`config.mk`:
```
export PLATFORM = sky130hd
export DESIGN_NAME = vam_ctrl
export DESIGN_NICKNAME = d
export VERILOG_FILES = /design/src/inc/vam_pkg.sv /design/src/verilog/vam_ctrl.sv
export SDC_FILE = /design/constraint.sdc
export NUM_CORES = 1
export LEC_CHECK = 0
export ABC_AREA = 1
export ABC_CLOCK_PERIOD_IN_PS = 2700
export BUFFER_PORTS_ARGS = -buffer_cell sky130_fd_sc_hd__buf_2
export CAP_MARGIN = 10
export CELL_PAD_IN_SITES_DETAIL_PLACEMENT = 1
export CELL_PAD_IN_SITES_GLOBAL_PLACEMENT = 2
export CORE_MARGIN = 2
export CORE_UTILIZATION = 26
export DETAILED_ROUTE_END_ITERATION = 8
export PLACE_DENSITY_LB_ADDON = 0.1
export REMOVE_ABC_BUFFERS = 1
export SLEW_MARGIN = 20
export SYNTH_ARGS = -nofsm -noshare
export SYNTH_HDL_FRONTEND = slang
export SYNTH_SLANG_ARGS = --single-unit
```
`constraint.sdc`:
```
create_clock -name mclk -period 2.7 [get_ports mclk]
set_clock_uncertainty 0.1 [all_clocks]
set_input_delay 0.54 -clock mclk [delete_from_list [all_inputs] [get_ports mclk]]
set_output_delay 0.54 -clock mclk [all_outputs]
set_load 0.01 [all_outputs]
```
`src/inc/vam_pkg.sv`:
```
package vam_pkg;
  // Register byte offsets
  localparam logic [3:0] ADDR_CMD = 4'h0;
  localparam logic [3:0] ADDR_STATE = 4'h4;
  localparam logic [3:0] ADDR_IRQ_STAT = 4'h8;
  localparam logic [3:0] ADDR_IRQ_MASK = 4'hc;

  // Source selection codes
  localparam logic [1:0] SRC_A = 2'h0;
  localparam logic [1:0] SRC_B = 2'h1;
  localparam logic [1:0] SRC_BOTH = 2'h2;
  localparam logic [1:0] SRC_SUM = 2'h3;

  // Command opcodes in the command register low nibble
  localparam logic [3:0] OP_SOURCE = 4'h1;
  localparam logic [3:0] OP_INVERT = 4'h2;
  localparam logic [3:0] OP_EYE_ON = 4'h3;
  localparam logic [3:0] OP_EYE_OFF = 4'h4;
  localparam logic [3:0] OP_AVG_SET = 4'h5;
  localparam logic [3:0] OP_AVG_OFF = 4'h6;
  localparam logic [3:0] OP_AVG_C4 = 4'h7;
  localparam logic [3:0] OP_RS_SET = 4'h8;
  localparam logic [3:0] OP_RS_OFF = 4'h9;
  localparam logic [3:0] OP_XY_ON = 4'ha;
  localparam logic [3:0] OP_XY_OFF = 4'hb;
  localparam logic [3:0] OP_LOWRES_ON = 4'hc;
  localparam logic [3:0] OP_LOWRES_OFF = 4'hd;

  // Averaging code k means C = 2**k; 0 is off
  localparam logic [2:0] AVG_OFF = 3'h0;
  localparam logic [2:0] AVG_C4 = 3'h2;
  localparam logic [2:0] AVG_MAX = 3'h6;
  // Repeat sampling code k means M = 2**k; 0 is off
  localparam logic [2:0] RS_OFF = 3'h0;
  localparam logic [2:0] RS_MAX = 3'h5;

  // Last point index of each record; the length in measured points is one more
  localparam logic [11:0] PTS_EYE_LAST = 12'hfff;
  localparam logic [11:0] PTS_NORM_LAST = 12'h1ff;

  // Interrupt status bits
  localparam int IRQ_BITS = 5;
  localparam int IRQ_XY_CANCEL = 0;
  localparam int IRQ_EYE_CANCEL = 1;
  localparam int IRQ_AVG_CANCEL = 2;
  localparam int IRQ_RS_CANCEL = 3;
  localparam int IRQ_REC_DONE = 4;

  // State register fields
  localparam int ST_INV_A = 2;
  localparam int ST_INV_B = 3;
  localparam int ST_XY = 4;
  localparam int ST_EYE = 5;
  localparam int ST_LOWRES = 6;
  localparam int ST_AVG_LO = 8;
  localparam int ST_RS_LO = 12;
  localparam int ST_ZOOM_BLOCK = 16;
  localparam int ST_LOOP_EN = 17;

  localparam int SAMPLE_W = 8;
  localparam int MEM_W = 10;
endpackage : vam_pkg

```
`src/verilog/vam_ctrl.sv`:
```
`timescale 1ns/1ps
module vam_ctrl (
  input wire logic mclk,
  input wire logic sys_rst,
  input wire logic [3:0] avs_address,
  input wire logic avs_read,
  input wire logic avs_write,
  input wire logic [31:0] avs_writedata,
  output logic [31:0] avs_readdata,
  output logic avs_waitrequest,
  output logic irq,
  input wire logic signed [7:0] a_sample,
  input wire logic signed [7:0] b_sample,
  input wire logic sample_strobe,
  output logic feedback_loop_en,
  output logic mem_we,
  output logic [11:0] mem_addr,
  output logic signed [9:0] mem_data_a,
  output logic signed [9:0] mem_data_b,
  output logic mem_a_en,
  output logic mem_b_en,
  output logic record_done,
  output logic stepped_horiz_zoom_block,
  output logic [2:0] smoothing_code,
  output logic [2:0] repeat_sample_code
);

  typedef enum logic [1:0] {
    VAM_IDLE = 2'b01,
    VAM_ACK = 2'b10
  } vam_bus_type;

  vam_bus_type bus_state;
  logic [1:0] source;
  logic inv_a;
  logic inv_b;
  logic xy_mode;
  logic eye_diagram_mode;
  logic lowres_mode;
  logic [4:0] irq_stat;
  logic [4:0] irq_mask;
  logic [4:0] notice;
  logic [4:0] rs_count;
  logic [4:0] rs_last;
  logic [11:0] next_addr;
  logic signed [9:0] a_val;
  logic signed [9:0] b_val;
  logic cmd_go;
  logic [3:0] opcode;
  logic [3:0] arg;
  logic acc_go;
  logic point_go;

  assign acc_go = (bus_state == VAM_ACK);
  assign cmd_go = acc_go && avs_write && (avs_address == vam_pkg::ADDR_CMD);
  assign opcode = avs_writedata[3:0];
  assign arg = avs_writedata[7:4];

  // Bus slave: waitrequest drops for one cycle per access
  always_ff @(posedge mclk) begin
    if (sys_rst) begin
      bus_state <= VAM_IDLE;
      avs_waitrequest <= 1'b1;
    end else begin
      case (bus_state)
        VAM_IDLE: begin
          if (avs_read || avs_write) begin
            bus_state <= VAM_ACK;
            avs_waitrequest <= 1'b0;
          end
        end
        VAM_ACK: begin
          bus_state <= VAM_IDLE;
          avs_waitrequest <= 1'b1;
        end
        default: begin
          bus_state <= VAM_IDLE;
          avs_waitrequest <= 1'b1;
        end
      endcase
    end
  end

  // Read data loaded as waitrequest falls, held until next read
  always_ff @(posedge mclk) begin
    if (sys_rst) begin
      avs_readdata <= 32'h0000_0000;
    end else if (bus_state == VAM_IDLE && avs_read) begin
      avs_readdata <= 32'h0000_0000;
      case (avs_address)
        vam_pkg::ADDR_STATE: begin
          avs_readdata[1:0] <= source;
          avs_readdata[vam_pkg::ST_INV_A] <= inv_a;
          avs_readdata[vam_pkg::ST_INV_B] <= inv_b;
          avs_readdata[vam_pkg::ST_XY] <= xy_mode;
          avs_readdata[vam_pkg::ST_EYE] <= eye_diagram_mode;
          avs_readdata[vam_pkg::ST_LOWRES] <= lowres_mode;
          avs_readdata[vam_pkg::ST_AVG_LO +: 3] <= smoothing_code;
          avs_readdata[vam_pkg::ST_RS_LO +: 3] <= repeat_sample_code;
          avs_readdata[vam_pkg::ST_ZOOM_BLOCK] <= stepped_horiz_zoom_block;
          avs_readdata[vam_pkg::ST_LOOP_EN] <= feedback_loop_en;
        end
        vam_pkg::ADDR_IRQ_STAT: begin
          avs_readdata[4:0] <= irq_stat;
        end
        vam_pkg::ADDR_IRQ_MASK: begin
          avs_readdata[4:0] <= irq_mask;
        end
        default: begin
          avs_readdata <= 32'h0000_0000;
        end
      endcase
    end
  end

  // Source and inversion; single-channel or sum choice cancels X-Y
  always_ff @(posedge mclk) begin
    if (sys_rst) begin
      source <= vam_pkg::SRC_A;
      inv_a <= 1'b0;
      inv_b <= 1'b0;
      xy_mode <= 1'b0;
    end else if (cmd_go) begin
      case (opcode)
        vam_pkg::OP_SOURCE: begin
          source <= arg[1:0];
          if (arg[1:0] != vam_pkg::SRC_BOTH) begin
            xy_mode <= 1'b0;
          end
        end
        vam_pkg::OP_INVERT: begin
          if (arg[0]) begin
            inv_b <= arg[1];
          end else begin
            inv_a <= arg[1];
          end
        end
        vam_pkg::OP_XY_ON: begin
          // X-Y needs both channels shown separately
          if (source == vam_pkg::SRC_BOTH) begin
            xy_mode <= 1'b1;
          end
        end
        vam_pkg::OP_XY_OFF: begin
          xy_mode <= 1'b0;
        end
        default: begin
          xy_mode <= xy_mode;
        end
      endcase
    end
  end

  // Processing modes with mutual exclusion
  always_ff @(posedge mclk) begin
    if (sys_rst) begin
      eye_diagram_mode <= 1'b0;
      lowres_mode <= 1'b0;
      smoothing_code <= vam_pkg::AVG_OFF;
      repeat_sample_code <= vam_pkg::RS_OFF;
    end else if (cmd_go) begin
      case (opcode)
        vam_pkg::OP_EYE_ON: begin
          eye_diagram_mode <= 1'b1;
          smoothing_code <= vam_pkg::AVG_OFF;
          repeat_sample_code <= vam_pkg::RS_OFF;
        end
        vam_pkg::OP_EYE_OFF: begin
          eye_diagram_mode <= 1'b0;
        end
        vam_pkg::OP_AVG_SET: begin
          // Out-of-range code ignored, never treated as off
          if (arg[2:0] != vam_pkg::AVG_OFF &&
              arg[2:0] <= vam_pkg::AVG_MAX) begin
            smoothing_code <= arg[2:0];
            eye_diagram_mode <= 1'b0;
            lowres_mode <= 1'b0;
          end
        end
        vam_pkg::OP_AVG_C4: begin
          smoothing_code <= vam_pkg::AVG_C4;
          eye_diagram_mode <= 1'b0;
          lowres_mode <= 1'b0;
        end
        vam_pkg::OP_AVG_OFF: begin
          smoothing_code <= vam_pkg::AVG_OFF;
        end
        vam_pkg::OP_RS_SET: begin
          if (arg[2:0] != vam_pkg::RS_OFF &&
              arg[2:0] <= vam_pkg::RS_MAX) begin
            repeat_sample_code <= arg[2:0];
            eye_diagram_mode <= 1'b0;
          end
        end
        vam_pkg::OP_RS_OFF: begin
          repeat_sample_code <= vam_pkg::RS_OFF;
        end
        vam_pkg::OP_LOWRES_ON: begin
          // Low resolution cannot coexist with averaging
          if (smoothing_code == vam_pkg::AVG_OFF) begin
            lowres_mode <= 1'b1;
          end
        end
        vam_pkg::OP_LOWRES_OFF: begin
          lowres_mode <= 1'b0;
        end
        default: begin
          // Other commands leave the held constants alone
          smoothing_code <= smoothing_code;
        end
      endcase
    end
  end

  // Conflict notices
  always_comb begin
    notice = 5'h00;
    if (cmd_go) begin
      case (opcode)
        vam_pkg::OP_SOURCE: begin
          notice[vam_pkg::IRQ_XY_CANCEL] = xy_mode &&
            (source == vam_pkg::SRC_BOTH) &&
            (arg[1:0] != vam_pkg::SRC_BOTH);
        end
        vam_pkg::OP_EYE_ON: begin
          notice[vam_pkg::IRQ_EYE_CANCEL] =
            (smoothing_code != vam_pkg::AVG_OFF) ||
            (repeat_sample_code != vam_pkg::RS_OFF);
        end
        vam_pkg::OP_AVG_SET: begin
          notice[vam_pkg::IRQ_AVG_CANCEL] = (eye_diagram_mode ||
            lowres_mode) && (arg[2:0] != vam_pkg::AVG_OFF) &&
            (arg[2:0] <= vam_pkg::AVG_MAX);
        end
        vam_pkg::OP_AVG_C4: begin
          notice[vam_pkg::IRQ_AVG_CANCEL] =
            eye_diagram_mode || lowres_mode;
        end
        vam_pkg::OP_RS_SET: begin
          notice[vam_pkg::IRQ_RS_CANCEL] = eye_diagram_mode &&
            (arg[2:0] != vam_pkg::RS_OFF) &&
            (arg[2:0] <= vam_pkg::RS_MAX);
        end
        default: begin
          notice = 5'h00;
        end
      endcase
    end
    notice[vam_pkg::IRQ_REC_DONE] = point_go && mem_we_pending_last();
  end

  // Record end is seen when the point counter wraps
  function automatic logic mem_we_pending_last();
    mem_we_pending_last = (next_addr == 12'h000);
  endfunction : mem_we_pending_last

  // Sticky status, write one to clear; a new event wins over its clear
  always_ff @(posedge mclk) begin
    if (sys_rst) begin
      irq_stat <= 5'h00;
      irq_mask <= 5'h00;
      irq <= 1'b0;
    end else begin
      if (acc_go && avs_write && avs_address == vam_pkg::ADDR_IRQ_STAT) begin
        irq_stat <= (irq_stat & ~avs_writedata[4:0]) | notice;
      end else begin
        irq_stat <= irq_stat | notice;
      end
      if (acc_go && avs_write && avs_address == vam_pkg::ADDR_IRQ_MASK) begin
        irq_mask <= avs_writedata[4:0];
      end
      irq <= |(irq_stat & irq_mask);
    end
  end

  // Eye mode opens the sampling feedback loop
  always_ff @(posedge mclk) begin
    if (sys_rst) begin
      feedback_loop_en <= 1'b1;
    end else begin
      feedback_loop_en <= !eye_diagram_mode;
    end
  end

  // Negate in 10 bits so that -128 stays exact
  assign a_val = inv_a ? -10'(a_sample) : 10'(a_sample);
  assign b_val = inv_b ? -10'(b_sample) : 10'(b_sample);

  // Repeat sampling: M samples per point, the last one is kept
  assign rs_last = 5'((6'h01 << repeat_sample_code) - 6'h01);
  // Count left over from a larger factor still ends the point
  assign point_go = sample_strobe && (rs_count >= rs_last);

  always_ff @(posedge mclk) begin
    if (sys_rst) begin
      rs_count <= 5'h00;
    end else if (sample_strobe) begin
      if (rs_count >= rs_last) begin
        rs_count <= 5'h00;
      end else begin
        rs_count <= rs_count + 5'h01;
      end
    end
  end

  // Point counter: 4096 measured points in eye mode, 512 otherwise
  always_comb begin
    next_addr = mem_addr + 12'h001;
    if (eye_diagram_mode) begin
      if (mem_addr >= vam_pkg::PTS_EYE_LAST) begin
        next_addr = 12'h000;
      end
    end else if (mem_addr >= vam_pkg::PTS_NORM_LAST) begin
      next_addr = 12'h000;
    end
  end

  // Memory write port
  always_ff @(posedge mclk) begin
    if (sys_rst) begin
      mem_we <= 1'b0;
      mem_addr <= 12'h000;
      mem_data_a <= 10'sh000;
      mem_data_b <= 10'sh000;
      mem_a_en <= 1'b0;
      mem_b_en <= 1'b0;
      record_done <= 1'b0;
      stepped_horiz_zoom_block <= 1'b0;
    end else begin
      mem_we <= point_go;
      record_done <= 1'b0;
      if (point_go) begin
        mem_addr <= next_addr;
        case (source)
          vam_pkg::SRC_A: begin
            mem_data_a <= a_val;
            mem_data_b <= 10'sh000;
            mem_a_en <= 1'b1;
            mem_b_en <= 1'b0;
          end
          vam_pkg::SRC_B: begin
            mem_data_a <= 10'sh000;
            mem_data_b <= b_val;
            mem_a_en <= 1'b0;
            mem_b_en <= 1'b1;
          end
          vam_pkg::SRC_SUM: begin
            mem_data_a <= a_val + b_val;
            mem_data_b <= 10'sh000;
            mem_a_en <= 1'b1;
            mem_b_en <= 1'b0;
          end
          default: begin
            mem_data_a <= a_val;
            mem_data_b <= b_val;
            mem_a_en <= 1'b1;
            mem_b_en <= 1'b1;
          end
        endcase
        if (next_addr == 12'h000) begin
          record_done <= 1'b1;
          stepped_horiz_zoom_block <= eye_diagram_mode;
        end
      end
    end
  end

endmodule : vam_ctrl

```
==> key figures <==
Global routing
  • Vias in the first global route: ~5600
  • Total grt overflow: 0
  • Pin count of the biggest net entering global routing: 33
  • Initial antenna violation count: 0
  • GRT Total Usage: roughly 17%
  • First-pass GRT wire length: 27350 um

Yosys
  • Seq/Total Area, Yosys: 33.81%
  • Main synth FF type: dfxtp_1
  • Synthesized area: 4974 um^2
  • Syn Inst Count: 724
  • Ys async rst share: 0%
  • Cell accounting for the most synthesized area: dfxtp_1
  • EDFF count, synth: 0
  • Main area contributors after synthesis: dfxtp_1 34%, nand2_1 9.4%, inv_1 8.5%, o21ai_0 6.1%, nand3_1 5.7%
  • Post-synthesis mux area share: 0%
  • Synth cell types: 44
  • Commonest cells post-synth: 124 x nand2_1, 113 x inv_1, 84 x dfxtp_1, 61 x o21ai_0, 57 x nand3_1
  • Synth Area in XOR/XNOR: under 10%
  • Synth top area share: approximately a third
  • Complex-gate fraction of the synthesized area: roughly a fifth
  • Most common cell in the synthesized netlist: nand2_1
  • Post-Synth Adder-Cell Area: 5.686%
  • Seq cells post-synth: 84
  • Main combinational cell family by area after synthesis: simple AND/OR/NAND/NOR gates
  • Simple-gate share of the synthesized area: roughly 26%
  • Avg Synthesized Cell Area: approximately 6.9 um^2
  • Yosys warns: 0

Job
  • Max_cap viols: 0

Die
  • Starting Density: approximately a quarter
  • Core Rows: 50
  • Die X: roughly 140 um
  • Core box area: 18770 um^2
  • Area of the die: 20250 um^2
  • Die Y: about 140 um
  • Top-Level Pins: approximately 140

Detailed routing
  • Routed wire length: 17010 um
  • Routed via count: about 5300
  • Drt via density: between 4 and 5
  • Iteration-0 DRC count of the detailed router: 190
  • WL/cell: roughly 15 um
  • DRT Pass-1 Iters: 4
  • DRC viols: 0
  • Antenna Nets Post-Route: 0

STA
  • Final setup vio count: 0
  • Worst-Margin Slew: between 0.5 and 0.6 ns
  • Endpoints failing hold: 0
  • Relative slew slack: roughly three fifths
  • Fin worst setup slack: 0.1638 ns
  • Slew Limit Fails: 0
  • Crit path time final: 2.536 ns
  • Final period util: a little over nine tenths
  • Hold slack final: 0.3174 ns
  • Setup TNS: 0 ns
  • Highest clock rate: between 0.3 and 0.4 GHz

Power
  • Combinational power share: 14.7%
  • Clock power frac: between 40% and 50%
  • Sequential share of power: around 42%
  • VDD IR max: approximately 0.3 mV
  • Overall power: around 3.1 mW
  • PwrDens: approximately 470 nW/um^2
  • Internal power: between 2 and 2.5 mW
  • Static leakage: between 3 and 4 nW
  • Switching power: 0.8599 mW
  • Net Sw Frac: 28.12%

Final layout
  • Fraction of layout cells with a size suffix above 1: about a quarter
  • P&R area growth vs syn: 31.02%
  • Final core occ: about a third
  • Ant diodes: 0
  • Net count, final: between 900 and 1000

Clock network
  • # hold bufs at CTS: 0
  • Root Driver: clkbuf_16
  • CTS Buf Count: 9
  • Worst skew pair latency: ~0.35 ns
  • Clk sinks: 84
  • CTS tree: done
  • Clock Path Buffers: 2
  • H-tree depth: 3
  • Reg clk slew, reported paths: 0.07 ns

Placed design
  • IO Port Bufs: between 90 and 100
  • GPL Wtd Cong: approximately 0.83
  • Setup WS pre-CTS: -0.3307 ns
  • Hpwl dp: around 14000 um

Status
  • Status: completed

Critical path
  • WS Path Type: input pin to register
  • CP Launch Type: input pin
  • Critical Path End Type: register
  • Worst EP required: 2.88 ns
  • Critical Path Fanout Max: 3
  • Crit path DAT: between 2 and 3 ns

Min path
  • Min-Delay Path Class: input pin to register
metal layers:
metal	GRT usage [%]	share of wire [%]	vias up
met3	2.860	2.9	10
li1	-	-	2666
met4	4.013	1.1	0
met5	0	0	-
met2	31.53	51	73
met1	20.68	45	2545
cell usage in the layout (no fill, tap or decap), types with 4 or more instances in the layout:
cell         n
a21oi_2      4
conb_1      17
nand3_2      5
nor2_2       6
nand3b_1     4
nand4_1      9
nand3_1     52
nor3_1      18
buf_4       54
inv_1      109
nor2_1      54
a211oi_1     9
inv_2        4
xor2_1      13
nand2_1    120
o21ai_0     57
nand2_2      7
xnor2_1      4
o22ai_1      9
buf_6        5
a21oi_1     48
buf_2       92
ha_1        20
o211ai_1    14
clkbuf_16    9
dfxtp_1     82
critical path, cell delays in order:
cell and delay [ns]:
buf_2 0.10, inv_1 0.05, ha_1 0.27, or2_2 0.30
nand2_2 0.09, inv_1 0.06, ha_1 0.29, a21oi_1 0.16
nor2_1 0.06, nor2_1 0.15, nor2_1 0.07, nand2_1 0.08
nand2_2 0.09, nand3_2 0.08, nand2_1 0.05, nand2_1 0.06
nand3_1 0.06, a21oi_1 0.14
power by group through the flow:
| stage | combinational (mW) | sequential (mW) | clock, mW |
|---|---|---|---|
| 3_3_place_gp | 0.428 | 1.32 | 0 |
| 2_1_floorplan | 0.217 | 1.33 | 0 |
| 4_1_cts | 0.444 | 1.30 | 1.36 |
| 3_5_place_dp | 0.439 | 1.32 | 0 |
| 6_report | 0.449 | 1.29 | 1.31 |
| 5_1_grt | 0.509 | 1.30 | 1.41 |
per-stage QoR:
step | area, um^2 | instances
6_report | 6516 | 1109
5_1_grt | 6516 | 1109
4_1_cts | 6385 | 1109
3_5_place_dp | 6062 | 1092
3_3_place_gp | 6062 | 1092
2_1_floorplan | 4833 | 706
area by class of cell:
type | instances | area [um^2]
Clock buffer | 10 | 239.0
Clock inverter | 6 | 68.82
Fill cell | 2396 | 12250
Inverter | 117 | 449.2
Multi-Input combinational cell | 505 | 2820
Sequential cell | 84 | 1684
Tap cell | 234 | 292.8
Timing Repair Buffer | 153 | 962.2
flip-flops by register name, indices dropped and copies added (netlist names), 2 cells and up:
| register | count |
|---|---|
| avs_readdata | 15 |
| bus_state | 2 |
| irq_mask | 5 |
| irq_stat | 5 |
| mem_addr | 12 |
| mem_data_a | 10 |
| mem_data_b | 10 |
| repeat_sample_code | 3 |
| rs_count | 5 |
| smoothing_code | 3 |
| source | 2 |
cell families (layout without fill, tap and decap cells):
logic type,Yosys count,after routing
simple gates,285,285
compound gates,164,164
buf+inv,151,286
flops,84,84
fa+ha+maj,22,22
xor+xnor,17,17
other cells,1,17
repair_timing:
item,in CTS,in global routing
pin swaps,2,10
buffers inserted,1,0
setup endpoints to repair,15,41
gates resized for setup,3,40
path summary, 6_finish.rpt:
check / start / endpoint / slack, ns / cells after the start
max: a_sample[0] / mem_data_a[9] / 0.16 / 18
min: avs_read / bus_state[0] / 0.32 / 2
max reg2reg: repeat_sample_code[2] / mem_data_a[6] / 0.19 / 15
min reg2reg: mem_data_b[6] / mem_data_b[6] / 0.36 / 2
(Power assumes the default switching activity.)
